===== src/pkg/awd_pkg.sv =====
`default_nettype none
package awd_pkg;
    // Register addresses on the special-function bus
    localparam logic [7:0] AWD_ADDR_NEG    = 8'hBA;
    localparam logic [7:0] AWD_ADDR_CFG    = 8'hBC;
    localparam logic [7:0] AWD_ADDR_RES_LO = 8'hBD;
    localparam logic [7:0] AWD_ADDR_RES_HI = 8'hBE;
    localparam logic [7:0] AWD_ADDR_GT_LO  = 8'hC3;
    localparam logic [7:0] AWD_ADDR_GT_HI  = 8'hC4;
    localparam logic [7:0] AWD_ADDR_LT_LO  = 8'hC5;
    localparam logic [7:0] AWD_ADDR_LT_HI  = 8'hC6;
    localparam logic [7:0] AWD_ADDR_CTRL   = 8'hE8;

    // Values after reset
    localparam logic [7:0] AWD_RST_NEG    = 8'h1F;
    localparam logic [7:0] AWD_RST_CFG    = 8'hF8;
    localparam logic [7:0] AWD_RST_RES    = 8'h00;
    localparam logic [7:0] AWD_RST_GT     = 8'hFF;
    localparam logic [7:0] AWD_RST_LT     = 8'h00;
    localparam logic [7:0] AWD_RST_CTRL   = 8'h00;

    // Control register bit positions
    localparam int AWD_CTRL_EN   = 7;
    localparam int AWD_CTRL_LP   = 6;
    localparam int AWD_CTRL_DONE = 5;
    localparam int AWD_CTRL_BUSY = 4;
    localparam int AWD_CTRL_WIN  = 3;

    // Configuration register bit positions
    localparam int AWD_CFG_SC_LSB = 3;
    localparam int AWD_CFG_LJST   = 2;

    // Negative input code that selects ground, and the result width
    localparam logic [4:0] AWD_NEG_GROUND = 5'h11;
    localparam int         AWD_RES_W      = 10;

    // Conversion clocks of tracking before a low-power conversion
    localparam logic [1:0] AWD_TRACK_CLOCKS = 2'h3;

    // Start-of-conversion sources
    typedef enum logic [2:0] {
        AWD_TRIG_BUSY = 3'b000,
        AWD_TRIG_TMR0 = 3'b001,
        AWD_TRIG_TMR2 = 3'b010,
        AWD_TRIG_TMR1 = 3'b011,
        AWD_TRIG_PIN  = 3'b100,
        AWD_TRIG_TMR3 = 3'b101
    } awd_trig_e;

    // Sequencer states
    typedef enum logic [1:0] {
        AWD_ST_IDLE  = 2'b00,
        AWD_ST_TRACK = 2'b01,
        AWD_ST_CONV  = 2'b10
    } awd_state_e;

    // Controls toward the multiplexer and converter core
    typedef struct packed {
        logic [4:0] neg_code;
        logic       diff_mode;
        logic       power_on;
        logic       track;
        logic       start;
        logic       clk_tick;
    } awd_ana_s;
endpackage
`default_nettype wire


===== src/core/awd_adc_control.sv =====
`timescale 1ns/1ps
`default_nettype none
module awd_adc_control
    import awd_pkg::*;
(
    // Clock and reset
    input  wire logic                 CLK_SYS,
    input  wire logic                 SYS_RST,
    // Special-function register port
    input  wire logic [7:0]           SFR_ADDR,
    input  wire logic                 SFR_WE,
    input  wire logic [7:0]           SFR_WDATA,
    output logic      [7:0]           SFR_RDATA,
    // Timer overflow events and modes
    input  wire logic                 TMR0_OVF,
    input  wire logic                 TMR1_OVF,
    input  wire logic                 TMR2_LO_OVF,
    input  wire logic                 TMR2_HI_OVF,
    input  wire logic                 TMR2_8BIT,
    input  wire logic                 TMR3_LO_OVF,
    input  wire logic                 TMR3_HI_OVF,
    input  wire logic                 TMR3_8BIT,
    // External start pin
    input  wire logic                 EXTERNAL_START_PIN,
    // Converter core
    output awd_ana_s                  ANA_CTRL,
    input  wire logic                 CONV_DONE,
    input  wire logic [AWD_RES_W-1:0] CONV_RESULT
);

    ////////////////////////////////////////////////////////////////////////////
    // Register storage
    logic [4:0]       negative_input_code;
    logic [4:0]       sar_clock_divisor;
    logic             left_align_select;
    logic [7:0]       result_low_byte;
    logic [7:0]       result_high_byte;
    logic [7:0]       window_upper_limit_low;
    logic [7:0]       window_upper_limit_high;
    logic [7:0]       window_lower_limit_low;
    logic [7:0]       window_lower_limit_high;
    logic             converter_enable;
    logic             low_power_track_select;
    logic             conversion_done_flag;
    logic             window_match_flag;
    logic [2:0]       start_trigger_select;
    awd_state_e       state;
    logic [4:0]       div_cnt;
    logic [1:0]       track_cnt;
    logic             pin_q;
    logic             start_pulse;

    logic             wr_neg;
    logic             wr_cfg;
    logic             wr_ctrl;
    logic             clk_tick;
    logic             diff_mode;
    logic             pin_rise;
    logic             trig_hit;
    logic             conv_end;
    logic [15:0]      next_word;
    logic [15:0]      key_word;
    logic [15:0]      key_gt;
    logic [15:0]      key_lt;
    logic             win_match;

    // Register write decodes
    assign wr_neg  = SFR_WE && SFR_ADDR == AWD_ADDR_NEG;
    assign wr_cfg  = SFR_WE && SFR_ADDR == AWD_ADDR_CFG;
    assign wr_ctrl = SFR_WE && SFR_ADDR == AWD_ADDR_CTRL;

    ////////////////////////////////////////////////////////////////////////////
    // Negative select and configuration; unused bits are never stored
    always_ff @(posedge CLK_SYS) begin
        if (SYS_RST) begin
            negative_input_code <= AWD_RST_NEG[4:0];
            sar_clock_divisor   <= AWD_RST_CFG[7:AWD_CFG_SC_LSB];
            left_align_select   <= AWD_RST_CFG[AWD_CFG_LJST];
        end else begin
            if (wr_neg) begin
                negative_input_code <= SFR_WDATA[4:0];
            end
            if (wr_cfg) begin
                sar_clock_divisor <= SFR_WDATA[7:AWD_CFG_SC_LSB];
                left_align_select <= SFR_WDATA[AWD_CFG_LJST];
            end
        end
    end

    // Ground as negative input is the only single-ended selection
    assign diff_mode = negative_input_code != AWD_NEG_GROUND;

    ////////////////////////////////////////////////////////////////////////////
    // Window limit bytes
    always_ff @(posedge CLK_SYS) begin
        if (SYS_RST) begin
            window_upper_limit_low  <= AWD_RST_GT;
            window_upper_limit_high <= AWD_RST_GT;
            window_lower_limit_low  <= AWD_RST_LT;
            window_lower_limit_high <= AWD_RST_LT;
        end else if (SFR_WE) begin
            case (SFR_ADDR)
                AWD_ADDR_GT_LO: window_upper_limit_low  <= SFR_WDATA;
                AWD_ADDR_GT_HI: window_upper_limit_high <= SFR_WDATA;
                AWD_ADDR_LT_LO: window_lower_limit_low  <= SFR_WDATA;
                AWD_ADDR_LT_HI: window_lower_limit_high <= SFR_WDATA;
                default: ;
            endcase
        end
    end

    ////////////////////////////////////////////////////////////////////////////
    // Conversion clock divider; held at zero while shut down to save power
    always_ff @(posedge CLK_SYS) begin
        if (SYS_RST || !converter_enable || clk_tick) begin
            div_cnt <= 5'h00;
        end else begin
            div_cnt <= div_cnt + 5'h01;
        end
    end

    assign clk_tick = converter_enable && div_cnt == sar_clock_divisor;

    ////////////////////////////////////////////////////////////////////////////
    // Trigger selection; pin is synchronous so one flop gives the edge
    always_ff @(posedge CLK_SYS) begin
        if (SYS_RST) begin
            pin_q <= 1'b0;
        end else begin
            pin_q <= EXTERNAL_START_PIN;
        end
    end

    assign pin_rise = EXTERNAL_START_PIN && !pin_q;

    always_comb begin
        case (start_trigger_select)
            AWD_TRIG_BUSY: trig_hit = wr_ctrl && SFR_WDATA[AWD_CTRL_BUSY];
            AWD_TRIG_TMR0: trig_hit = TMR0_OVF;
            AWD_TRIG_TMR2: trig_hit = TMR2_8BIT ? TMR2_LO_OVF : TMR2_HI_OVF;
            AWD_TRIG_TMR1: trig_hit = TMR1_OVF;
            AWD_TRIG_PIN:  trig_hit = pin_rise;
            AWD_TRIG_TMR3: trig_hit = TMR3_8BIT ? TMR3_LO_OVF : TMR3_HI_OVF;
            default:       trig_hit = 1'b0;                                   // Reserved codes never start
        endcase
    end

    ////////////////////////////////////////////////////////////////////////////
    // Sequencer; the pin in low-power mode has already tracked, so it skips TRACK
    always_ff @(posedge CLK_SYS) begin
        if (SYS_RST || !converter_enable) begin
            state     <= AWD_ST_IDLE;
            track_cnt <= 2'h0;
            start_pulse <= 1'b0;
        end else begin
            start_pulse <= 1'b0;
            case (state)
                AWD_ST_IDLE: begin
                    track_cnt <= 2'h0;
                    if (trig_hit) begin
                        if (low_power_track_select && start_trigger_select != AWD_TRIG_PIN) begin
                            state <= AWD_ST_TRACK;
                        end else begin
                            state       <= AWD_ST_CONV;
                            start_pulse <= 1'b1;
                        end
                    end
                end
                AWD_ST_TRACK: begin
                    if (clk_tick) begin
                        track_cnt <= track_cnt + 2'h1;
                        if (track_cnt == AWD_TRACK_CLOCKS - 2'h1) begin
                            state       <= AWD_ST_CONV;
                            start_pulse <= 1'b1;
                        end
                    end
                end
                AWD_ST_CONV: begin
                    if (CONV_DONE) begin
                        state <= AWD_ST_IDLE;
                    end
                end
                default: state <= AWD_ST_IDLE;
            endcase
        end
    end

    assign conv_end = state == AWD_ST_CONV && CONV_DONE;

    ////////////////////////////////////////////////////////////////////////////
    // Result formatting and window compare on the word being loaded
    always_comb begin
        if (left_align_select) begin
            next_word = {CONV_RESULT, 6'h00};
        end else begin
            next_word = {{6{CONV_RESULT[AWD_RES_W-1]}}, CONV_RESULT};
        end
    end

    // Flipping the top bit turns a signed compare into an unsigned one
    assign key_word = {next_word[15] ^ diff_mode, next_word[14:0]};
    assign key_gt   = {window_upper_limit_high[7] ^ diff_mode, window_upper_limit_high[6:0],
                       window_upper_limit_low};
    assign key_lt   = {window_lower_limit_high[7] ^ diff_mode, window_lower_limit_high[6:0],
                       window_lower_limit_low};

    always_comb begin
        if (key_lt > key_gt) begin
            win_match = key_word > key_gt && key_word < key_lt;
        end else begin
            win_match = key_word < key_lt || key_word > key_gt;
        end
    end

    // Result bytes load on completion; software may also overwrite them
    always_ff @(posedge CLK_SYS) begin
        if (SYS_RST) begin
            result_low_byte  <= AWD_RST_RES;
            result_high_byte <= AWD_RST_RES;
        end else if (conv_end) begin
            result_high_byte <= next_word[15:8];
            result_low_byte  <= next_word[7:0];
        end else if (SFR_WE && SFR_ADDR == AWD_ADDR_RES_LO) begin
            result_low_byte  <= SFR_WDATA;
        end else if (SFR_WE && SFR_ADDR == AWD_ADDR_RES_HI) begin
            result_high_byte <= SFR_WDATA;
        end
    end

    ////////////////////////////////////////////////////////////////////////////
    // Control register; a hardware set wins over a software clear in one cycle
    always_ff @(posedge CLK_SYS) begin
        if (SYS_RST) begin
            converter_enable       <= AWD_RST_CTRL[AWD_CTRL_EN];
            low_power_track_select <= AWD_RST_CTRL[AWD_CTRL_LP];
            conversion_done_flag   <= AWD_RST_CTRL[AWD_CTRL_DONE];
            window_match_flag      <= AWD_RST_CTRL[AWD_CTRL_WIN];
            start_trigger_select   <= AWD_RST_CTRL[2:0];
        end else begin
            if (wr_ctrl) begin
                converter_enable       <= SFR_WDATA[AWD_CTRL_EN];
                low_power_track_select <= SFR_WDATA[AWD_CTRL_LP];
                start_trigger_select   <= SFR_WDATA[2:0];
            end
            conversion_done_flag <= conv_end
                || (wr_ctrl ? SFR_WDATA[AWD_CTRL_DONE] : conversion_done_flag);
            window_match_flag    <= (conv_end && win_match)
                || (wr_ctrl ? SFR_WDATA[AWD_CTRL_WIN] : window_match_flag);
        end
    end

    ////////////////////////////////////////////////////////////////////////////
    // Read port, one cycle behind the address
    always_ff @(posedge CLK_SYS) begin
        if (SYS_RST) begin
            SFR_RDATA <= 8'h00;
        end else begin
            case (SFR_ADDR)
                AWD_ADDR_NEG:    SFR_RDATA <= {3'h0, negative_input_code};
                AWD_ADDR_CFG:    SFR_RDATA <= {sar_clock_divisor, left_align_select, 2'h0};
                AWD_ADDR_RES_LO: SFR_RDATA <= result_low_byte;
                AWD_ADDR_RES_HI: SFR_RDATA <= result_high_byte;
                AWD_ADDR_GT_LO:  SFR_RDATA <= window_upper_limit_low;
                AWD_ADDR_GT_HI:  SFR_RDATA <= window_upper_limit_high;
                AWD_ADDR_LT_LO:  SFR_RDATA <= window_lower_limit_low;
                AWD_ADDR_LT_HI:  SFR_RDATA <= window_lower_limit_high;
                AWD_ADDR_CTRL:   SFR_RDATA <= {converter_enable, low_power_track_select,
                                               conversion_done_flag, state != AWD_ST_IDLE,
                                               window_match_flag, start_trigger_select};
                default:         SFR_RDATA <= 8'h00;
            endcase
        end
    end

    ////////////////////////////////////////////////////////////////////////////
    // Analog controls; tracking stops whenever the sampler holds for a conversion
    always_comb begin
        ANA_CTRL.neg_code  = negative_input_code;
        ANA_CTRL.diff_mode = diff_mode;
        ANA_CTRL.power_on  = converter_enable;
        ANA_CTRL.start     = start_pulse;
        ANA_CTRL.clk_tick  = clk_tick;
        if (!converter_enable || state == AWD_ST_CONV) begin
            ANA_CTRL.track = 1'b0;
        end else if (!low_power_track_select) begin
            ANA_CTRL.track = 1'b1;
        end else if (start_trigger_select == AWD_TRIG_PIN) begin
            ANA_CTRL.track = !EXTERNAL_START_PIN;
        end else begin
            ANA_CTRL.track = state == AWD_ST_TRACK;
        end
    end
endmodule // awd_adc_control
`default_nettype wire


===== config.mk =====
export PLATFORM = sky130hd
export DESIGN_NAME = awd_adc_control
export DESIGN_NICKNAME = d
export VERILOG_FILES = /design/src/pkg/awd_pkg.sv /design/src/core/awd_adc_control.sv
export SDC_FILE = /design/constraint.sdc
export NUM_CORES = 1
export LEC_CHECK = 0
export BUFFER_PORTS_ARGS = -buffer_cell sky130_fd_sc_hd__buf_2
export CORE_MARGIN = 2
export CORE_UTILIZATION = 49
export CTS_CLUSTER_DIAMETER = 150
export DETAILED_ROUTE_END_ITERATION = 10
export PLACE_DENSITY = 0.68
export SLEW_MARGIN = 10
export SYNTH_ARGS = -nofsm -noshare
export SYNTH_HDL_FRONTEND = slang
export SYNTH_SLANG_ARGS = --single-unit
export TNS_END_PERCENT = 1

===== constraint.sdc =====
create_clock -name CLK_SYS -period 4 [get_ports CLK_SYS]
set_input_delay 0.4 -clock CLK_SYS [delete_from_list [all_inputs] [get_ports CLK_SYS]]
set_output_delay 0.4 -clock CLK_SYS [all_outputs]
set_load 0.02 [all_outputs]

[Word-level counts from Yosys, hierarchy flattened]
Index checks and enable logic that the tools add are counted.
Storage, ports and cells
  word-level logic and storage cells: 116
  output and inout bits: 18
  register bits: 85
  input port bits: 39
Operators by class
  eq/ne operators: 25
  mux-type cells: 29
  add/sub/neg operators: 2
  reduce and logical (&&, ||, !) cells: 34
  order comparisons: 3
  bitwise logic cells: 3
Operator list (number)
  $eq A8 B8 Y1 const B: 9
  $pmux W8 S9: 1
  $mux W8: 5
  $gt A16 B16 Y1: 2
  $lt A16 B16 Y1: 1
  $mux W15: 1
  $logic_and A1 B1 Y1: 12
  $mux W1: 12
  $mux W2: 6
  $reduce_and A2 Y1: 6
  $ne A2 B2 Y1 const B: 5
  $reduce_bool A2 Y1: 4
  $eq A3 B2 Y1 const B: 2
  $eq A3 B3 Y1 const B: 2
  $logic_or A1 B1 Y1: 6
  $pmux W1 S6: 1
  $pmux W2 S3: 1
  $add A5 B1 Y5 const B: 1
  $eq A5 B5 Y1: 1
  $ne A5 B5 Y1 const B: 1
  $eq A2 B2 Y1 const B: 2
  $pmux W2 S2: 1
  $reduce_and A4 Y1: 1
  $eq A3 B1 Y1 const B: 1
  8 further kinds: 12

[Logic depth before layout (Yosys ltp)]
Gate-level depths: netlist (run 1).
  depth after elaboration: 7
  gate-level depth with buffers: 13
  gate-level depth less buffers: 11

[Worst setup path before layout (run 1)]
No wires, ideal clock.
  path type: reg-to-reg
  start: register left_align_select
  end: register window_match_flag
  data arrival time: 2401 ps
  stages on the path, launching flop included: 14
  period minus slack after synthesis: 2487 ps
  path buffers: 2
  path slack: 1513 ps
  setup time: 86 ps
  data required time: 3914 ps
  path through: dfxtp_1 clkbuf_1 clkbuf_1 nand2_1 nand2_1 ha_1 a21o_1 a21o_1 a21oi_1 o21ai_0 nor2b_1 a2111oi_0 a21oi_1 a211oi_1
On the way
  word-level cells in the longest chain between the ends: 6
  elaborated cells between the ends (all ways): 8
  classes of those cells: order compare: 2; mux: 2; reduce/logical: 4
Ends and longest elaborated chain
  from (decl): RTL line awd_adc_control.sv:35  | logic left_align_select;
  from (signal assigned): RTL line awd_adc_control.sv:78  | left_align_select <= AWD_RST_CFG[AWD_CFG_LJST];
  from (signal assigned): RTL line awd_adc_control.sv:85  | left_align_select <= SFR_WDATA[AWD_CFG_LJST];
  $mux W15 (*): RTL line awd_adc_control.sv:193  | if (left_align_select) begin
  $lt A16 B16 Y1 or $gt A16 B16 Y1 (tied branches): RTL line awd_adc_control.sv:209, awd_adc_control.sv:211
  $logic_or A1 B1 Y1 or $logic_and A1 B1 Y1 (tied branches): RTL line awd_adc_control.sv:211, awd_adc_control.sv:209
  $mux W1 (*): RTL line awd_adc_control.sv:208  | if (key_lt > key_gt) begin
  $logic_and A1 B1 Y1 (*): RTL line awd_adc_control.sv:247  | window_match_flag <= (conv_end && win_match)
  $logic_or A1 B1 Y1 (*): RTL line awd_adc_control.sv:248  | || (wr_ctrl ? SFR_WDATA[AWD_CTRL_WIN] : window_match_flag);
  to (signal assigned): RTL line awd_adc_control.sv:237  | window_match_flag <= AWD_RST_CTRL[AWD_CTRL_WIN];
  to (signal assigned): RTL line awd_adc_control.sv:247
  to (decl): RTL line awd_adc_control.sv:45  | logic window_match_flag;
Mark *: on every way between the ends. The rest lies on a longest branch, timed or not.
A chain may end at the register's enable or synchronous reset.

[Worst setup path after layout (run 1)]
Ends and elaborated chain as after synthesis.

==> results of run 1 <==
-- through the flow --
stage / utilization (%) / power [mW] / area (um2) / hold WS, ns / std cells
finish: 55.8 / 1.60 / 5790 / 0.300 / 817
global route: 55.8 / 1.66 / 5790 / 0.306 / 817
CTS: 55.8 / 1.61 / 5790 / 0.292 / 817
detailed placement: 54.0 / 1.01 / 5600 / 0.480 / 804
global placement: 54.0 / 1.01 / 5600 / 0.454 / 804
floorplan: - / 0.954 / 5260 / 0.440 / 642
-- power groups by stage --
stage	Clock [mW]	Sequential (mW)	Combinational, mW
floorplan	0	0.868	0.0865
global placement	0	0.868	0.139
global route	0.654	0.849	0.156
finish	0.612	0.848	0.144
CTS	0.615	0.848	0.142
detailed placement	0	0.868	0.142
-- how the worst min path moves through the flow --
stage / end / slack (ns) / cells after the start
2_1_floorplan: div_cnt[0]$_SDFF_PP0_ / 0.44 / 1
3_3_place_gp: div_cnt[0]$_SDFF_PP0_ / 0.45 / 1
3_5_place_dp: div_cnt[0]$_SDFF_PP0_ / 0.48 / 1
4_1_cts: pin_q$_SDFF_PP0_ / 0.29 / 2
5_1_grt: pin_q$_SDFF_PP0_ / 0.31 / 2
6_report: pin_q$_SDFF_PP0_ / 0.30 / 2
-- cell type report --
type | count | area share (%)
Multi-Input combinational cell | 474 | 55.6
Sequential cell | 85 | 29.4
Timing Repair Buffer | 65 | 6.01
Tap cell | 136 | 2.94
Inverter | 44 | 2.85
Clock buffer | 11 | 2.62
Clock inverter | 2 | 0.605
-- cell usage after synthesis (3+ instances only) --
library cell   n
ha_1          43
nor3_1         6
nor2b_1       11
nand3_1       21
nor2_1        59
inv_1         44
nor4_1         3
xor2_1         8
xnor2_1        3
a22oi_1        7
o31ai_1        3
mux2_2         6
nand4_1        4
dfxtp_1       85
nand2b_1       3
clkbuf_1      29
a211oi_1      18
buf_2          4
nand3b_1      16
a222oi_1       7
a211o_1        8
a21oi_1       37
buf_4          4
mux2i_1       49
nand2_1       85
and3_1         7
o211ai_1       6
a21o_1         8
o21ai_0       25
-- per-layer routing --
metal	GRT usage [%]	up-vias	share of wire, %	wire, um
met1	37.7	2248	46	7180
met2	43.1	194	45	6940
met5	0	-	0	0
met4	9.89	0	2.5	384
met3	4.06	33	6.2	966
li1	-	2334	-	-
-- worst max-delay path: stages, from the launching register on --
cell and delay [ns]:
dfxtp_1 0.64, nand2b_1 0.27, nand2_1 0.14, ha_1 0.31, and3_1 0.21, a221o_1 0.34, nand2_1 0.06, o21ai_0 0.07
a41oi_1 0.23, o21ai_0 0.13, a21oi_1 0.17, a211oi_1 0.06
-- logic make-up (layout without fill, tap and decap cells) --
kind of cell | count (synthesis) | count (layout) | synth area share (%)
simple gates | 229 | 229 | 21.1
mux | 55 | 55 | 10.6
xor+xnor | 11 | 11 | 1.83
flops | 85 | 85 | 32.4
compound gates | 136 | 136 | 17.4
buf+inv | 83 | 122 | 6.45
fa+ha+maj | 43 | 43 | 10.2
-- registers in the layout (all words and copies together), names as in the netlist, 2 cells and up --
signal,flops
SFR_RDATA,8
negative_input_code,5
result_high_byte,8
window_lower_limit_low,8
window_lower_limit_high,8
result_low_byte,8
state,2
window_upper_limit_low,8
window_upper_limit_high,8
div_cnt,5
start_trigger_select,3
sar_clock_divisor,5
track_cnt,2
==> summary.txt, run 1 <==
Power and ir drop
  – Switching pwr: 395 uW
  – Combinational Power Share: 9.0%
  – Worst VDD drop: 0.116 mV
  – Power Dens Cells: 277 nW/um2
  – Static leakage power: 2.80 nW
  – Sw frac: 24.6%
  – Sequential share of power: 52.9%
  – Clock power frac: 38.2%
  – Total internal power: 1.21 mW

Routing
  – Avg WL per Cell: 18.9 um
  – Via count: 4,809
  – Routed wire length: 15,500 um
  – DRT iter0 DRCs: 446
  – DRC viols: 0
  – Detail Route Antenna Nets: 0
  – Via/cell ratio: 5.89
  – Router iterations before antenna repair: 6

Logic synthesis
  – Synth warn: 0
  – Flops & latches, synth: 85
  – Top_reg_cell synth: dfxtp_1
  – Syn avg cell area: 8.19 um2
  – Yosys cell types: 55
  – Syn Inst Count: 642
  – EDFF count, synth: 0
  – Fraction of registers with async set/reset: 0%
  – Seq/Total Area, Yosys: 32.4%
  – Top cells by area, synth: dfxtp_1 32%, ha_1 10%, mux2i_1 9.3%
  – Area leader, netlist: dfxtp_1
  – Post-Syn Area: 5260 um2
  – Syn Nets: 724
  – Share of the synthesized area in the top cell type: 32.4%

Cells and area
  – Final #Nets: 761
  – Fill cells: 1,009
  – Share of post-route cells with drive strength above 1: 13.7%
  – Most frequent cells in the layout: 85 x dfxtp_1, 85 x nand2_1, 59 x nor2_1
  – Area added between synthesis and finish: 10.1%
  – Area of the multi-input gates: 3220 um2
  – Register area: 1700 um2
  – Diode count: 0

Setup path
  – CP Data Required Time: 4.23 ns
  – Critical path fanouts, max: 18
  – Reg2reg end: window_match_flag$_SDFF_PP0_
  – CP endpoint kind: flop
  – CP arrival: 3.00 ns
  – Crit path to: window_match_flag$_SDFF_PP0_
  – Crit Reg-Reg Startpoint: left_align_select$_SDFFE_PP0P_
  – Origin of the worst setup path: left_align_select$_SDFFE_PP0P_
  – Critical path type: reg2reg
  – Setup crit start kind: flop
  – R2r worst-path depth: 11
  – R2R Setup Slk: 1.23 ns

GRT
  – Tot GR Track Use: 27.3%
  – Initial antenna violation count: 0
  – GRT overflow: 0
  – Largest net degree at the start of global routing: 42
  – Vias in the first global route: 4,677
  – First-pass GRT wire length: 24,400 um

Timing
  – Setup violations, final: 0
  – Final hold vios: 0
  – Min cycle time layout: 2.77 ns
  – Setup WS post-layout: 1.23 ns
  – RSZ-0062 raised after global routing: no
  – Least-Margin Pin Slew: 0.629 ns
  – Final setup TNS: 0 ns
  – Fmax: 361 MHz
  – Tcrit/Tclk final: 69.3%
  – Final Max Tran Viols: 0
  – Max-slew headroom: 58.0%
  – Fin Clk Skew: 0.00708 ns

Clock network
  – CTS buffer count: 9
  – Post-CTS Setup Inserts: 0
  – CTS clk-pin slew, worst paths: 0.08 ns
  – CTS Hold Bufs: 0
  – Resized Gates After CTS: 0
  – H-tree depth: 3
  – Root Driver: clkbuf_8
  – CTS tree: yes
  – Clk buf depth: 2
  – Sink Count: 85
  – Clk_lat worst skew: 0.36 ns

Place
  – Post-DP HPWL: 11,600 um
  – Dpl ws: 1.24 ns
  – Number of port buffers: 56
  – GPL Wtd Cong: 0.985

Floorplanning
  – Starting Density: 50.7%
  – Die area: 11,600 um2
  – # IOs: 57
  – Die X: 108 um
  – FP Rows: 37
  – Die height: 108 um
  – Core area: 10,400 um2

Min path
  – Hold Crit Start: EXTERNAL_START_PIN
  – Hold Path Class: in2reg

Run
  – Number of max-cap violations: 0

Run status
  – Status: finished clean
Power figures use the tool's default switching activity.
==> run 2: changes to the inputs <==
Clock period 4 ns to 2.8 ns, I/O delays scaled along.
==> run 2 against run 1 <==
First-iteration DRC count rose by 8.1%. Non-clock buffer count rose by 6. Clock skew rose by 0.0033 ns. Total power rose by 56%. Worst setup slack got worse by 0.97 ns. Cell count rose by 1.1%. Critical path type unchanged. Critical endpoint unchanged. Largest power group unchanged.
==> summary.txt, run 2 (synthesis gave the netlist of run 1 again) <==
Run status
  – Status: finished clean (unchanged)

Floorplanning
  – FP Rows: 37 (unchanged)
  – # IOs: 57 (unchanged)
  – Die height: 108 um (unchanged)
  – Die X: 108 um (unchanged)
  – Core area: 10,400 um2 (unchanged)
  – Die area: 11,600 um2 (unchanged)
  – Starting Density: 50.7% (unchanged)

Cells and area
  – Final #Nets: 767 (was 761)
  – Diode count: 0 (unchanged)
  – Commonest non-fill, non-tap cell in the layout: nand2_1
  – Area added between synthesis and finish: 12.3% (was 10.1%)
  – Most frequent cells in the layout: 85 x nand2_1, 84 x dfxtp_1, 58 x nor2_1 (was 85 x dfxtp_1, 85 x nand2_1, 59 x nor2_1)
  – Share of post-route cells with drive strength above 1: 15.1% (was 13.7%)
  – Fin area: 5900 um2 (was 5790 um2)
  – Final std cells w/o fill: 826 (was 817)
  – Final Util: 56.9% (was 55.8%)

Timing
  – Least-Margin Pin Slew: 0.739 ns (was 0.629 ns)
  – Final setup TNS: 0 ns (unchanged)
  – Final Max Tran Viols: 0 (unchanged)
  – Setup violations, final: 0 (unchanged)
  – Fin Clk Skew: 0.0104 ns (was 0.00708 ns)
  – Hold Slack: 0.174 ns (was 0.300 ns)
  – Tcrit/Tclk final: 90.8% (was 69.3%)
  – RSZ-0062 raised after global routing: no (unchanged)
  – Final hold vios: 0 (unchanged)
  – Min cycle time layout: 2.54 ns (was 2.77 ns)
  – Fmax: 393 MHz (was 361 MHz)
  – Setup WS post-layout: 0.256 ns (was 1.23 ns)
  – Max-slew headroom: 50.7% (was 58.0%)

Setup path
  – Critical path type: reg2reg (unchanged)
  – CP arrival: 2.77 ns (was 3.00 ns)
  – CP endpoint kind: flop (unchanged)
  – Setup crit start kind: flop (unchanged)
  – Critical path fanouts, max: 10 (was 18)
  – CP Data Required Time: 3.03 ns (was 4.23 ns)

Clock network
  – Clk buf depth: 2 (unchanged)
  – H-tree depth: 3 (unchanged)
  – CTS clk-pin slew, worst paths: 0.09 ns (was 0.08 ns)
  – Post-CTS Setup Inserts: 0 (unchanged)
  – Root Driver: clkbuf_8 (unchanged)
  – Sink Count: 85 (unchanged)
  – CTS buffer count: 9 (unchanged)
  – Clk_lat worst skew: 0.37 ns (was 0.36 ns)
  – CTS tree: yes (unchanged)

Routing
  – Router iterations before antenna repair: 6 (unchanged)
  – Detail Route Antenna Nets: 0 (unchanged)
  – Via count: 4,958 (was 4,809)
  – Via/cell ratio: 6.00 (was 5.89)
  – Avg WL per Cell: 19.2 um (was 18.9 um)
  – DRT iter0 DRCs: 482 (was 446)
  – DRC viols: 0 (unchanged)
  – Routed wire length: 15,900 um (was 15,500 um)

Place
  – GPL Wtd Cong: 0.985 (about the same)
  – DP Area: 5650 um2 (was 5600 um2)
  – Dpl ws: 0.116 ns (was 1.24 ns)
  – Post-DP HPWL: 12,000 um (was 11,600 um)
  – Number of port buffers: 56 (unchanged)
  – Cells after DPL: 810 (was 804)

GRT
  – GRT overflow: 0 (unchanged)
  – Met3 usage: 3.33% (was 4.06%)
  – GR Util met1: 40.6% (was 37.7%)
  – First-pass GRT wire length: 25,100 um (was 24,400 um)
  – Largest net degree at the start of global routing: 40 (was 42)
  – Vias in the first global route: 4,627 (was 4,677)
  – Initial antenna violation count: 0 (unchanged)
  – Met2 Track Usage GR: 42.9% (was 43.1%)
  – Top Usage Layer GRT: met2 (unchanged)
  – Tot GR Track Use: 28.4% (was 27.3%)

Min path
  – Hold Path Class: in2reg (unchanged)

Power and ir drop
  – Final Power: 2.51 mW (was 1.60 mW)
  – Worst VDD drop: 0.192 mV (was 0.116 mV)
  – Power Dens Cells: 425 nW/um2 (was 277 nW/um2)
  – Static leakage power: 2.85 nW (was 2.80 nW)

Run
  – Number of max-cap violations: 0 (unchanged)
## run 2: cell type report
class                   count  area (um2)
fillers                   978        4470
clock buffers              11         141
inverters                  44         165
clock inverters             5         106
well taps                 136         170
repair buffers             71         393
flip-flops and latches     85        1700
multi-input cells         474        3230
## run 2: routing by layer
metal	vias up	part of all wire [%]
met5	-	0
met1	2323	46
met3	37	7.7
li1	2351	-
met4	0	3.0
met2	247	43
## run 2: report_power, final
group / total [mW] / internal [mW] / switching (mW)
sequential: 1.21 / 1.21 / 0.00210
clock: 1.09 / 0.621 / 0.466
combinational: 0.209 / 0.0750 / 0.134
total: 2.51 / 1.91 / 0.602
## run 2: repair_timing
| action | CTS | global route |
|---|---|---|
| gates resized for setup | 0 | 4 |
| hold buffers | 0 | 0 |
| setup endpoints to repair | 0 | 1 |
## run 2: critical path: stages, from the launching register on
cell       delay [ns]
dfxtp_2          0.42
buf_4            0.19
mux2_2           0.38
ha_1             0.29
and4_1           0.19
o21ai_0          0.09
a2111oi_0        0.52
a2111oi_2        0.10
a21oi_1          0.15
a211oi_1         0.06
## run 2: worst paths after layout
check	from	end	slack, ns	cells after the start
setup / recovery	left_align_select$_SDFFE_PP0P_	window_match_flag$_SDFF_PP0_	0.26	9
hold / removal	EXTERNAL_START_PIN	pin_q$_SDFF_PP0_	0.17	2
setup reg to reg	left_align_select$_SDFFE_PP0P_	window_match_flag$_SDFF_PP0_	0.26	9
hold reg to reg	div_cnt[0]$_SDFF_PP0_	div_cnt[0]$_SDFF_PP0_	0.48	1
